[src/wcc_pkg.sv]
// Package for the wetting-current configuration register block.
// Assumes a single 200 MHz clock domain and an internal register access port.
package wcc_pkg;

    localparam int          WCC_DATA_W        = 24;
    localparam int          WCC_ADDR_W        = 6;
    localparam logic [5:0]  WCC_OFS_LEVEL     = 6'h1E;
    localparam logic [5:0]  WCC_OFS_PULSE     = 6'h1F;
    localparam logic [23:0] WCC_RST_LEVEL     = 24'h000000;
    localparam logic [23:0] WCC_RST_PULSE     = 24'h000000;
    localparam logic [23:0] WCC_MASK_LEVEL    = 24'h7FFFFF;
    localparam logic [23:0] WCC_MASK_PULSE    = 24'h00007F;

    // Level register layout
    localparam int          WCC_POS_SINK_DIS  = 22;
    localparam int          WCC_POS_SRC_DIS   = 21;
    localparam int          WCC_POS_IN23      = 18;
    localparam int          WCC_POS_IN22      = 15;
    localparam int          WCC_POS_PAIR20    = 12;
    localparam int          WCC_POS_PAIR18    = 9;
    localparam int          WCC_POS_PAIR16    = 6;
    localparam int          WCC_POS_PAIR14    = 3;
    localparam int          WCC_POS_PAIR12    = 0;

    // Pulse register layout
    localparam int          WCC_POS_DURATION  = 4;
    localparam int          WCC_POS_GROUP3    = 3;
    localparam int          WCC_POS_GROUP2    = 2;
    localparam int          WCC_POS_GROUP1    = 1;
    localparam int          WCC_POS_GROUP0    = 0;

    // Level codes
    localparam logic [2:0]  WCC_CODE_OFF      = 3'h0;
    localparam logic [2:0]  WCC_CODE_1MA      = 3'h1;
    localparam logic [2:0]  WCC_CODE_2MA      = 3'h2;
    localparam logic [2:0]  WCC_CODE_5MA      = 3'h3;
    localparam logic [2:0]  WCC_CODE_10MA     = 3'h4;

    // Pulse timing
    localparam int          WCC_CLK_MHZ       = 200;
    localparam int          WCC_PULSE_STEP_US = 64;
    localparam int          WCC_PULSE_STEP_CYC = WCC_PULSE_STEP_US * WCC_CLK_MHZ;

    typedef enum logic [2:0] {
        WCC_I_OFF  = 3'h0,
        WCC_I_1MA  = 3'h1,
        WCC_I_2MA  = 3'h2,
        WCC_I_5MA  = 3'h3,
        WCC_I_10MA = 3'h4,
        WCC_I_15MA = 3'h5
    } wcc_current_t;

    typedef struct packed {
        logic                  wr;
        logic                  rd;
        logic [5:0]            addr;
        logic [23:0]           wdata;
    } wcc_req_t;

endpackage : wcc_pkg

[src/wcc_level_decode.sv]
// Decodes one 3-bit level field into a current, applying closure scaling.
// Assumes switch-closed and sink/source select come from same-clock logic.
`timescale 1ns/1ps
module wcc_level_decode
    import wcc_pkg::*;
(
    input  wire logic [2:0]   code,
    input  wire logic         closed,
    input  wire logic         is_sink,
    input  wire logic         continuous,
    input  wire logic         sink_dis,
    input  wire logic         src_dis,
    output wcc_current_t      current
);
    wcc_current_t base;
    logic         scale_off;

    always_comb begin
        unique case (code)
            WCC_CODE_OFF:  base = WCC_I_OFF;
            WCC_CODE_1MA:  base = WCC_I_1MA;
            WCC_CODE_2MA:  base = WCC_I_2MA;
            WCC_CODE_5MA:  base = WCC_I_5MA;
            WCC_CODE_10MA: base = WCC_I_10MA;
            default:       base = WCC_I_15MA;
        endcase
    end

    // Sink when select is one, source when zero
    assign scale_off = is_sink ? sink_dis : src_dis;

    always_comb begin
        if (continuous && closed && !scale_off &&
            (base == WCC_I_10MA || base == WCC_I_15MA)) begin
            current = WCC_I_2MA;
        end else begin
            current = base;
        end
    end
endmodule : wcc_level_decode

[src/wcc_config_regs.sv]
// Wetting-current configuration registers for inputs 12..23 and pulsed cleaning.
// Assumes the serial framing logic presents decoded one-cycle read/write strobes
// and that switch state, source/sink select and pulse enables are same-clock.
// Registers take whole 24-bit words only; there are no byte lanes.
`timescale 1ns/1ps
module wcc_config_regs
    import wcc_pkg::*;
#(
    parameter int STEP_CYC = WCC_PULSE_STEP_CYC
)(
    input  wire logic         clk,
    input  wire logic         rstn,
    // Register access
    input  wire wcc_req_t     req,
    output logic [23:0]       rdata,
    output logic              rvalid,
    // Switch state, mode and enables
    input  wire logic         continuous,
    input  wire logic [11:0]  switch_closed,
    input  wire logic [11:0]  current_source,
    input  wire logic [23:0]  pulse_enable_per_input,
    input  wire logic         pulse_start,
    // Current control and register view
    output wcc_current_t      level_current [12],
    output logic [23:0]       pulse_active,
    output logic [3:0]        pulse_level_15ma,
    output logic [23:0]       level_reg,
    output logic [23:0]       pulse_reg
);

    ////////////////////////////////////////////////////////////////////////
    // Register file

    logic        sel_level;
    logic        sel_pulse;

    assign sel_level = (req.addr == WCC_OFS_LEVEL);
    assign sel_pulse = (req.addr == WCC_OFS_PULSE);

    logic [23:0] next_level;
    logic [23:0] next_pulse;
    logic [23:0] next_rdata;

    // Reserved bits dropped on the way in, so they never read back
    always_comb begin
        next_level = level_reg;
        next_pulse = pulse_reg;
        if (req.wr && sel_level) begin
            next_level = req.wdata & WCC_MASK_LEVEL;
        end
        if (req.wr && sel_pulse) begin
            next_pulse = req.wdata & WCC_MASK_PULSE;
        end
    end

    always_ff @(posedge clk or negedge rstn) begin
        if (!rstn) begin
            level_reg <= WCC_RST_LEVEL;
        end else begin
            level_reg <= next_level;
        end
    end

    always_ff @(posedge clk or negedge rstn) begin
        if (!rstn) begin
            pulse_reg <= WCC_RST_PULSE;
        end else begin
            pulse_reg <= next_pulse;
        end
    end

    // Unmapped offsets read zero
    always_comb begin
        if (sel_level) begin
            next_rdata = level_reg;
        end else if (sel_pulse) begin
            next_rdata = pulse_reg;
        end else begin
            next_rdata = 24'h000000;
        end
    end

    // Read answer one cycle after the strobe
    always_ff @(posedge clk or negedge rstn) begin
        if (!rstn) begin
            rvalid <= 1'b0;
        end else begin
            rvalid <= req.rd;
        end
    end

    // Held between reads for a slow framer to shift out
    always_ff @(posedge clk or negedge rstn) begin
        if (!rstn) begin
            rdata <= 24'h000000;
        end else if (req.rd) begin
            rdata <= next_rdata;
        end
    end

    ////////////////////////////////////////////////////////////////////////
    // Level decode with continuous-mode scaling, one per input 12..23

    logic       sink_dis;
    logic       src_dis;
    logic [2:0] field_of [12];

    assign sink_dis = level_reg[WCC_POS_SINK_DIS];
    assign src_dis  = level_reg[WCC_POS_SRC_DIS];

    // Pairs 12/13..20/21 share a field; 22 and 23 own theirs
    always_comb begin
        field_of[0]  = level_reg[WCC_POS_PAIR12 +: 3];
        field_of[1]  = level_reg[WCC_POS_PAIR12 +: 3];
        field_of[2]  = level_reg[WCC_POS_PAIR14 +: 3];
        field_of[3]  = level_reg[WCC_POS_PAIR14 +: 3];
        field_of[4]  = level_reg[WCC_POS_PAIR16 +: 3];
        field_of[5]  = level_reg[WCC_POS_PAIR16 +: 3];
        field_of[6]  = level_reg[WCC_POS_PAIR18 +: 3];
        field_of[7]  = level_reg[WCC_POS_PAIR18 +: 3];
        field_of[8]  = level_reg[WCC_POS_PAIR20 +: 3];
        field_of[9]  = level_reg[WCC_POS_PAIR20 +: 3];
        field_of[10] = level_reg[WCC_POS_IN22 +: 3];
        field_of[11] = level_reg[WCC_POS_IN23 +: 3];
    end

    // One decoder per input, since each has its own select and switch
    genvar gi;
    generate
        for (gi = 0; gi < 12; gi++) begin : g_in
            wcc_level_decode u_dec (
                .code       (field_of[gi]),
                .closed     (switch_closed[gi]),
                .is_sink    (current_source[gi]),
                .continuous (continuous),
                .sink_dis   (sink_dis),
                .src_dis    (src_dis),
                .current    (level_current[gi])
            );
        end
    endgenerate

    ////////////////////////////////////////////////////////////////////////
    // Pulsed cleaning timer

    logic [2:0]  pulse_duration_field;
    logic [15:0] step_cnt;
    logic [2:0]  step_idx;
    logic        running;

    assign pulse_duration_field = pulse_reg[WCC_POS_DURATION +: 3];
    assign pulse_level_15ma = {pulse_reg[WCC_POS_GROUP3],
                               pulse_reg[WCC_POS_GROUP2],
                               pulse_reg[WCC_POS_GROUP1],
                               pulse_reg[WCC_POS_GROUP0]};

    logic        step_done;
    logic        last_step;

    assign step_done = running && (step_cnt == 16'(STEP_CYC - 1));
    // Duration read live, so a rewrite shortens or extends the pulse
    assign last_step = step_done && (step_idx >= pulse_duration_field);

    // A start request while running is ignored
    always_ff @(posedge clk or negedge rstn) begin
        if (!rstn) begin
            running <= 1'b0;
        end else if (!running) begin
            running <= pulse_start;
        end else if (last_step) begin
            running <= 1'b0;
        end
    end

    always_ff @(posedge clk or negedge rstn) begin
        if (!rstn) begin
            step_cnt <= 16'h0000;
        end else if (!running || step_done) begin
            step_cnt <= 16'h0000;
        end else begin
            step_cnt <= step_cnt + 16'h0001;
        end
    end

    always_ff @(posedge clk or negedge rstn) begin
        if (!rstn) begin
            step_idx <= 3'h0;
        end else if (!running) begin
            step_idx <= 3'h0;
        end else if (step_done && !last_step) begin
            step_idx <= step_idx + 3'h1;
        end
    end

    // Enables pass through, registered, for as many cycles as the timer runs, one cycle behind it
    always_ff @(posedge clk or negedge rstn) begin
        if (!rstn) begin
            pulse_active <= 24'h000000;
        end else begin
            pulse_active <= running ? pulse_enable_per_input : 24'h000000;
        end
    end

endmodule : wcc_config_regs

[config.mk]
export PLATFORM = sky130hd
export DESIGN_NAME = wcc_config_regs
export DESIGN_NICKNAME = d
export VERILOG_FILES = /design/src/wcc_pkg.sv /design/src/wcc_level_decode.sv /design/src/wcc_config_regs.sv
export SDC_FILE = /design/constraint.sdc
export NUM_CORES = 1
export LEC_CHECK = 0
export ABC_AREA = 1
export BUFFER_PORTS_ARGS = -buffer_cell sky130_fd_sc_hd__buf_2
export CORE_ASPECT_RATIO = 1.5
export CORE_MARGIN = 5
export CORE_UTILIZATION = 35
export DETAILED_ROUTE_END_ITERATION = 12
export GPL_TIMING_DRIVEN = 0
export SETUP_SLACK_MARGIN = 0.5
export SLEW_MARGIN = 10
export SYNTH_ARGS = -nofsm -noshare
export SYNTH_HDL_FRONTEND = slang
export SYNTH_SLANG_ARGS = --single-unit
[constraint.sdc]
create_clock -name clk -period 3.4 [get_ports clk]
set_clock_uncertainty 0.05 [all_clocks]
set_input_delay 0.51 -clock clk [delete_from_list [all_inputs] [get_ports clk]]
set_output_delay 0.51 -clock clk [all_outputs]
set_load 0.01 [all_outputs]
### Yosys cells after proc, flatten, opt, wreduce, memory -nomap -nowiden

Cells that the tools add are included.

| cells by class | value |
|---|---|
| $add $sub $neg | 2 |
| order comparisons | 1 |
| equal/unequal tests | 46 |
| mux-type cells | 39 |
| reductions and logical operators | 70 |

Operators by type and width:

| operator | number |
|---|---|
| 3-bit case mux with 5 select lines | 7 |
| 3-bit equality test, second input constant | 21 |
| 24-bit two-way mux | 2 |
| 3-bit by 2-bit equality test with 1-bit output, second input constant | 14 |
| 3-bit two-way mux | 14 |
| 1-bit logical AND | 41 |
| 3-bit by 1-bit equality test with 1-bit output, second input constant | 7 |
| 3-bit logical NOT | 7 |
| 16-bit by 1-bit adder with 16-bit output, second input constant | 1 |
| 16-bit by 14-bit equality test with 1-bit output, second input constant | 1 |
| 16-bit two-way mux | 1 |
| 1-bit logical NOT | 14 |
| 1-bit two-way mux | 14 |
| 6-bit by 5-bit equality test with 1-bit output, second input constant | 2 |
| 1-bit logical OR | 8 |
| 7-bit two-way mux | 1 |
| 3-bit by 1-bit adder with 3-bit output, second input constant | 1 |
| 3-bit >= comparator | 1 |
| 2-bit by 1-bit != test with 1-bit output, second input constant | 1 |

| storage, ports and cells | value |
|---|---|
| register bits after elaboration | 99 |
| output and inout port bits | 137 |
| word-level logic and storage cells | 166 |

### Depth between registers and ports, before layout

| logic depth | value |
|---|---|
| depth in word-level cells | 7 |
| gate-level depth with buffers | 8 |
| mapped depth without buffers | 8 |

### Modules after synthesis

Synthesis repeated with hierarchy kept, for this count alone.

| second synthesis, totals | value |
|---|---|
| cells, all modules | 670 |
| area total of the unflattened synthesis | 5186.2 um^2 |

Modules (own cells, without submodules):

| module | times used | cells an instance | area each (um^2) |
|---|---|---|---|
| wcc_config_regs | 1 | 478 | 4345.4 |
| wcc_level_decode | 12 | 16 | 70.1 |

### Worst setup path after synthesis

Ideal clock, no wire load.

| timing | value |
|---|---|
| path kind | input to output |
| start point | in continuous |
| end point | out level_current[10] (netlist name) |
| arrival | 1206 ps |
| required time | 2840 ps |
| setup slack | 1634 ps |
| stages | 5 |
| cells stage by stage | buf_2 nand2_1 a211oi_1 nand2_1 o21ai_0 |

RTL lines:

| element | RTL line | text |
|---|---|---|
| start, declared | wcc_config_regs.sv:18 | `input wire logic continuous,` |
| end, declared | wcc_config_regs.sv:24 | `output wcc_current_t level_current [12],` |

==> flow_metrics.env <==
export IMPL_outcome="completed"
export IMPL_drc=0
export IMPL_antenna_left=0
export IMPL_globalplace_congestion=0.831
export IMPL_crit_type="flip-flop to primary output"
export IMPL_core_area_mm2=0.0135
export IMPL_cts_tree="yes"
export IMPL_synth_cell_type_count=31
export IMPL_ys_warn_count=0
export IMPL_rows=52
export IMPL_wirelength_um=14300
export IMPL_max_vdd_ir_drop_uv=223
export IMPL_grt_pass1_wl_um=22400
export IMPL_tns_ns=0
export IMPL_dieArea_mm2=0.0163
export IMPL_cp_cell_sequence="buf_1 -> a211oi_1 -> nand2_1 -> nand2_1 -> inv_1 -> buf_2"
export IMPL_htree_levels=3
export IMPL_synth_top_family_by_area="simple AND/OR/NAND/NOR gates"
export IMPL_p_per_area_mw_per_mm2=489
export IMPL_worstReg2RegEnd="step_idx[0]"
export IMPL_overflow=0
export IMPL_setup_viol=0
export IMPL_clk_latency_ns=0.34
export IMPL_port_buffers=200
export IMPL_synthXorXnorAreaFrac_pct=1.09
export IMPL_synth_avg_cell_area_um2=8.11
export IMPL_dp_worst_setup_slack_ns=0.952
export IMPL_io_pins=221
export IMPL_final_cells=991
export IMPL_largest_reg_flops=24
export IMPL_start_kind="flip-flop"
export IMPL_syn_cell_area_mm2=0.00482
export IMPL_synth_top_area_share_pct=50.9
export IMPL_slowest_stage="a211oi_1"
export IMPL_hp_class="primary input to asynchronous set/reset pin"
export IMPL_antenna_cells=0
export IMPL_muxShareOfSynthArea_pct=0
export IMPL_grt_max_degree=55
export IMPL_dp_cells=975
export IMPL_cts_sinks=98
export IMPL_fillers=1400
export IMPL_synthCells=594
export IMPL_synth_seq_cells=98
export IMPL_grt_pass1_vias=4381
export IMPL_synthTopCellsByArea="dfrtp_1 51%, nand2_1 12%, inv_1 6.5%, o21ai_0 4.0%, buf_4 4.0%"
export IMPL_crit_start="level_reg[22]"
export IMPL_crit_path_max_fanout=10
export IMPL_r2r_slack_ns=1.70
export IMPL_dp_hpwl_um=11500
export IMPL_vias_per_cell=4.55
export IMPL_cellLeakagePower_uw=0.00364
export IMPL_dr_pass1_iters=4
export IMPL_cts_hold_buf=0
export IMPL_maxSlewHeadroom_pct=50.2
export IMPL_fmax_mhz=388
export IMPL_finalMaxSlewViolations=0
export IMPL_syn_to_final_growth_pct=33.6
export IMPL_grt_antenna_before_repair=0
export IMPL_clk_path_buf_depth=2
export IMPL_synthAdderAreaFrac_pct=1.30
export IMPL_synthSimpleGateAreaFrac_pct=21.9
export IMPL_cts_repair_resized=0
export IMPL_cts_root_buf="clkbuf_16"
export IMPL_cts_buffers=9
export IMPL_worstSetupEndpointType="primary output"
export IMPL_timing_final_crit_share_pct=75.8
export IMPL_clk_pin_slew_ns=0.07
export IMPL_final_core_util_pct=47.6
export IMPL_initial_core_util_pct=35.6
export IMPL_dieHeight_um=154
export IMPL_slowest_delay_ns=0.59
export IMPL_critPathMostFrequentCell="nand2_1"
export IMPL_cts_setup_buffers=0
export IMPL_rsz0062_at_grt="false"
export IMPL_synth_compound_area_share_pct=12.0
export IMPL_cp_arrival_ns=2.02
export IMPL_layout_setup_ws_ns=0.823
export IMPL_maxCapViolCount=0
export IMPL_worst_hold_slack_ns=0.0371
export IMPL_die_x_um=106
export IMPL_endpoint="level_current[5]"
export IMPL_timing_rr_start="pulse_reg[6]"
export IMPL_routedWlPerCell_um=14.4
export IMPL_finalHoldViolCount=0
export IMPL_tightest_slew_ns=0.742
export IMPL_r2r_cells=8
export IMPL_grt_use_total_pct=17.4
export IMPL_cp_required_ns=2.84
export IMPL_final_nets=913
export IMPL_yosysSeqAreaShare_pct=50.9
export IMPL_drtIter0Drc=171
export IMPL_yosysTopAreaCell="dfrtp_1"
export IMPL_routed_via_count=4509
export IMPL_drive_gt1_share_pct=32.3
export IMPL_finalCriticalPeriod_ns=2.58
power breakdown:
part           total, uW  switching, uW  internal [uW]  leakage, uW
clock network       1070            434            633     0.000152
registers           1370           92.1           1280      0.00120
logic                715            422            292      0.00229
cells in the mapped netlist:
library cell	count
and3_1	1
nand3_2	2
nand2_1	159
a211oi_1	12
nand2_2	1
nor2_2	10
nor3_1	6
nand4_1	4
xor2_1	6
nand3_1	10
buf_2	4
or2_2	1
o31ai_1	7
ha_1	5
o21ai_4	1
nand3b_1	1
o22ai_1	7
inv_1	84
nor3b_1	1
a21oi_2	1
dfrtp_1	98
nor2_1	48
nand2_4	1
o21ai_0	39
nor2_4	4
buf_4	26
buf_8	1
buf_1	5
clkbuf_1	14
a21oi_1	34
conb_1	1
critical path, delay by kind of cell, from the launching register on:
kind | cells | cell delay (ns)
AO/OA/AOI/OAI | 1 | 0.59
AND/OR/NAND/NOR | 2 | 0.24
buffers and inverters | 3 | 0.43
flip-flops | 1 | 0.43
logic make-up (layout without fill, tap and decap cells):
| group | count (synthesis) | count (layout) |
|---|---|---|
| flip-flops | 98 | 98 |
| AND/OR/NAND/NOR | 249 | 249 |
| XOR/XNOR | 6 | 6 |
| buffers and inverters | 134 | 351 |
| other | 1 | 19 |
| adder cells (fa/ha/maj) | 5 | 5 |
| AO/OA/AOI/OAI | 101 | 101 |
placed cells by master (no fill, tap or decap), drive strengths merged, types with 19 or more instances in the layout:
cell	synthesis	final
inv	84	84
nand2	161	161
a21oi	35	35
o21ai	40	40
conb	1	19
nor2	62	62
clkbuf	14	27
dfrtp	98	98
buf	36	237
how the worst min path moves through the flow:
stage / end / slack (ns) / cells after the start
5_1_grt: level_reg[14] / 0.07 / 1
2_1_floorplan: level_reg[0] / 0.16 / 0
4_1_cts: rvalid / 0.05 / 1
6_report: rdata[12] / 0.04 / 1
3_3_place_gp: rdata[7] / 0.41 / 2
3_5_place_dp: rdata[5] / 0.41 / 2
layer usage:
layer / part of all wire, % / global-route usage, % / up-vias / wire length, um
met2: 53 / 32.8 / 163 / 7500
met4: 2.4 / 5.93 / 0 / 342
met3: 6.7 / 4.07 / 21 / 961
met5: 0 / 0 / - / 0
met1: 38 / 18.9 / 2053 / 5480
li1: - / - / 2272 / -
layout make-up:
type	count	area, um^2	share of cell area (%)
Sequential cell	98	2450	38.1
Timing Repair Buffer	201	1030	16.1
Multi-Input combinational cell	380	1820	28.2
Clock inverter	3	46.3	0.719
Clock buffer	13	270	4.20
Buffer	50	302	4.68
Tap cell	162	203	3.15
Inverter	84	315	4.90
metrics by stage:
stage               total power, uW  cell area, um^2
floorplan                      1790             4890
global placement               2100             6090
detailed placement             2110             6120
CTS                            3190             6440
global route                   3330             6440
finish                         3150             6440
No activity file was read; power rests on OpenSTA's default activity.
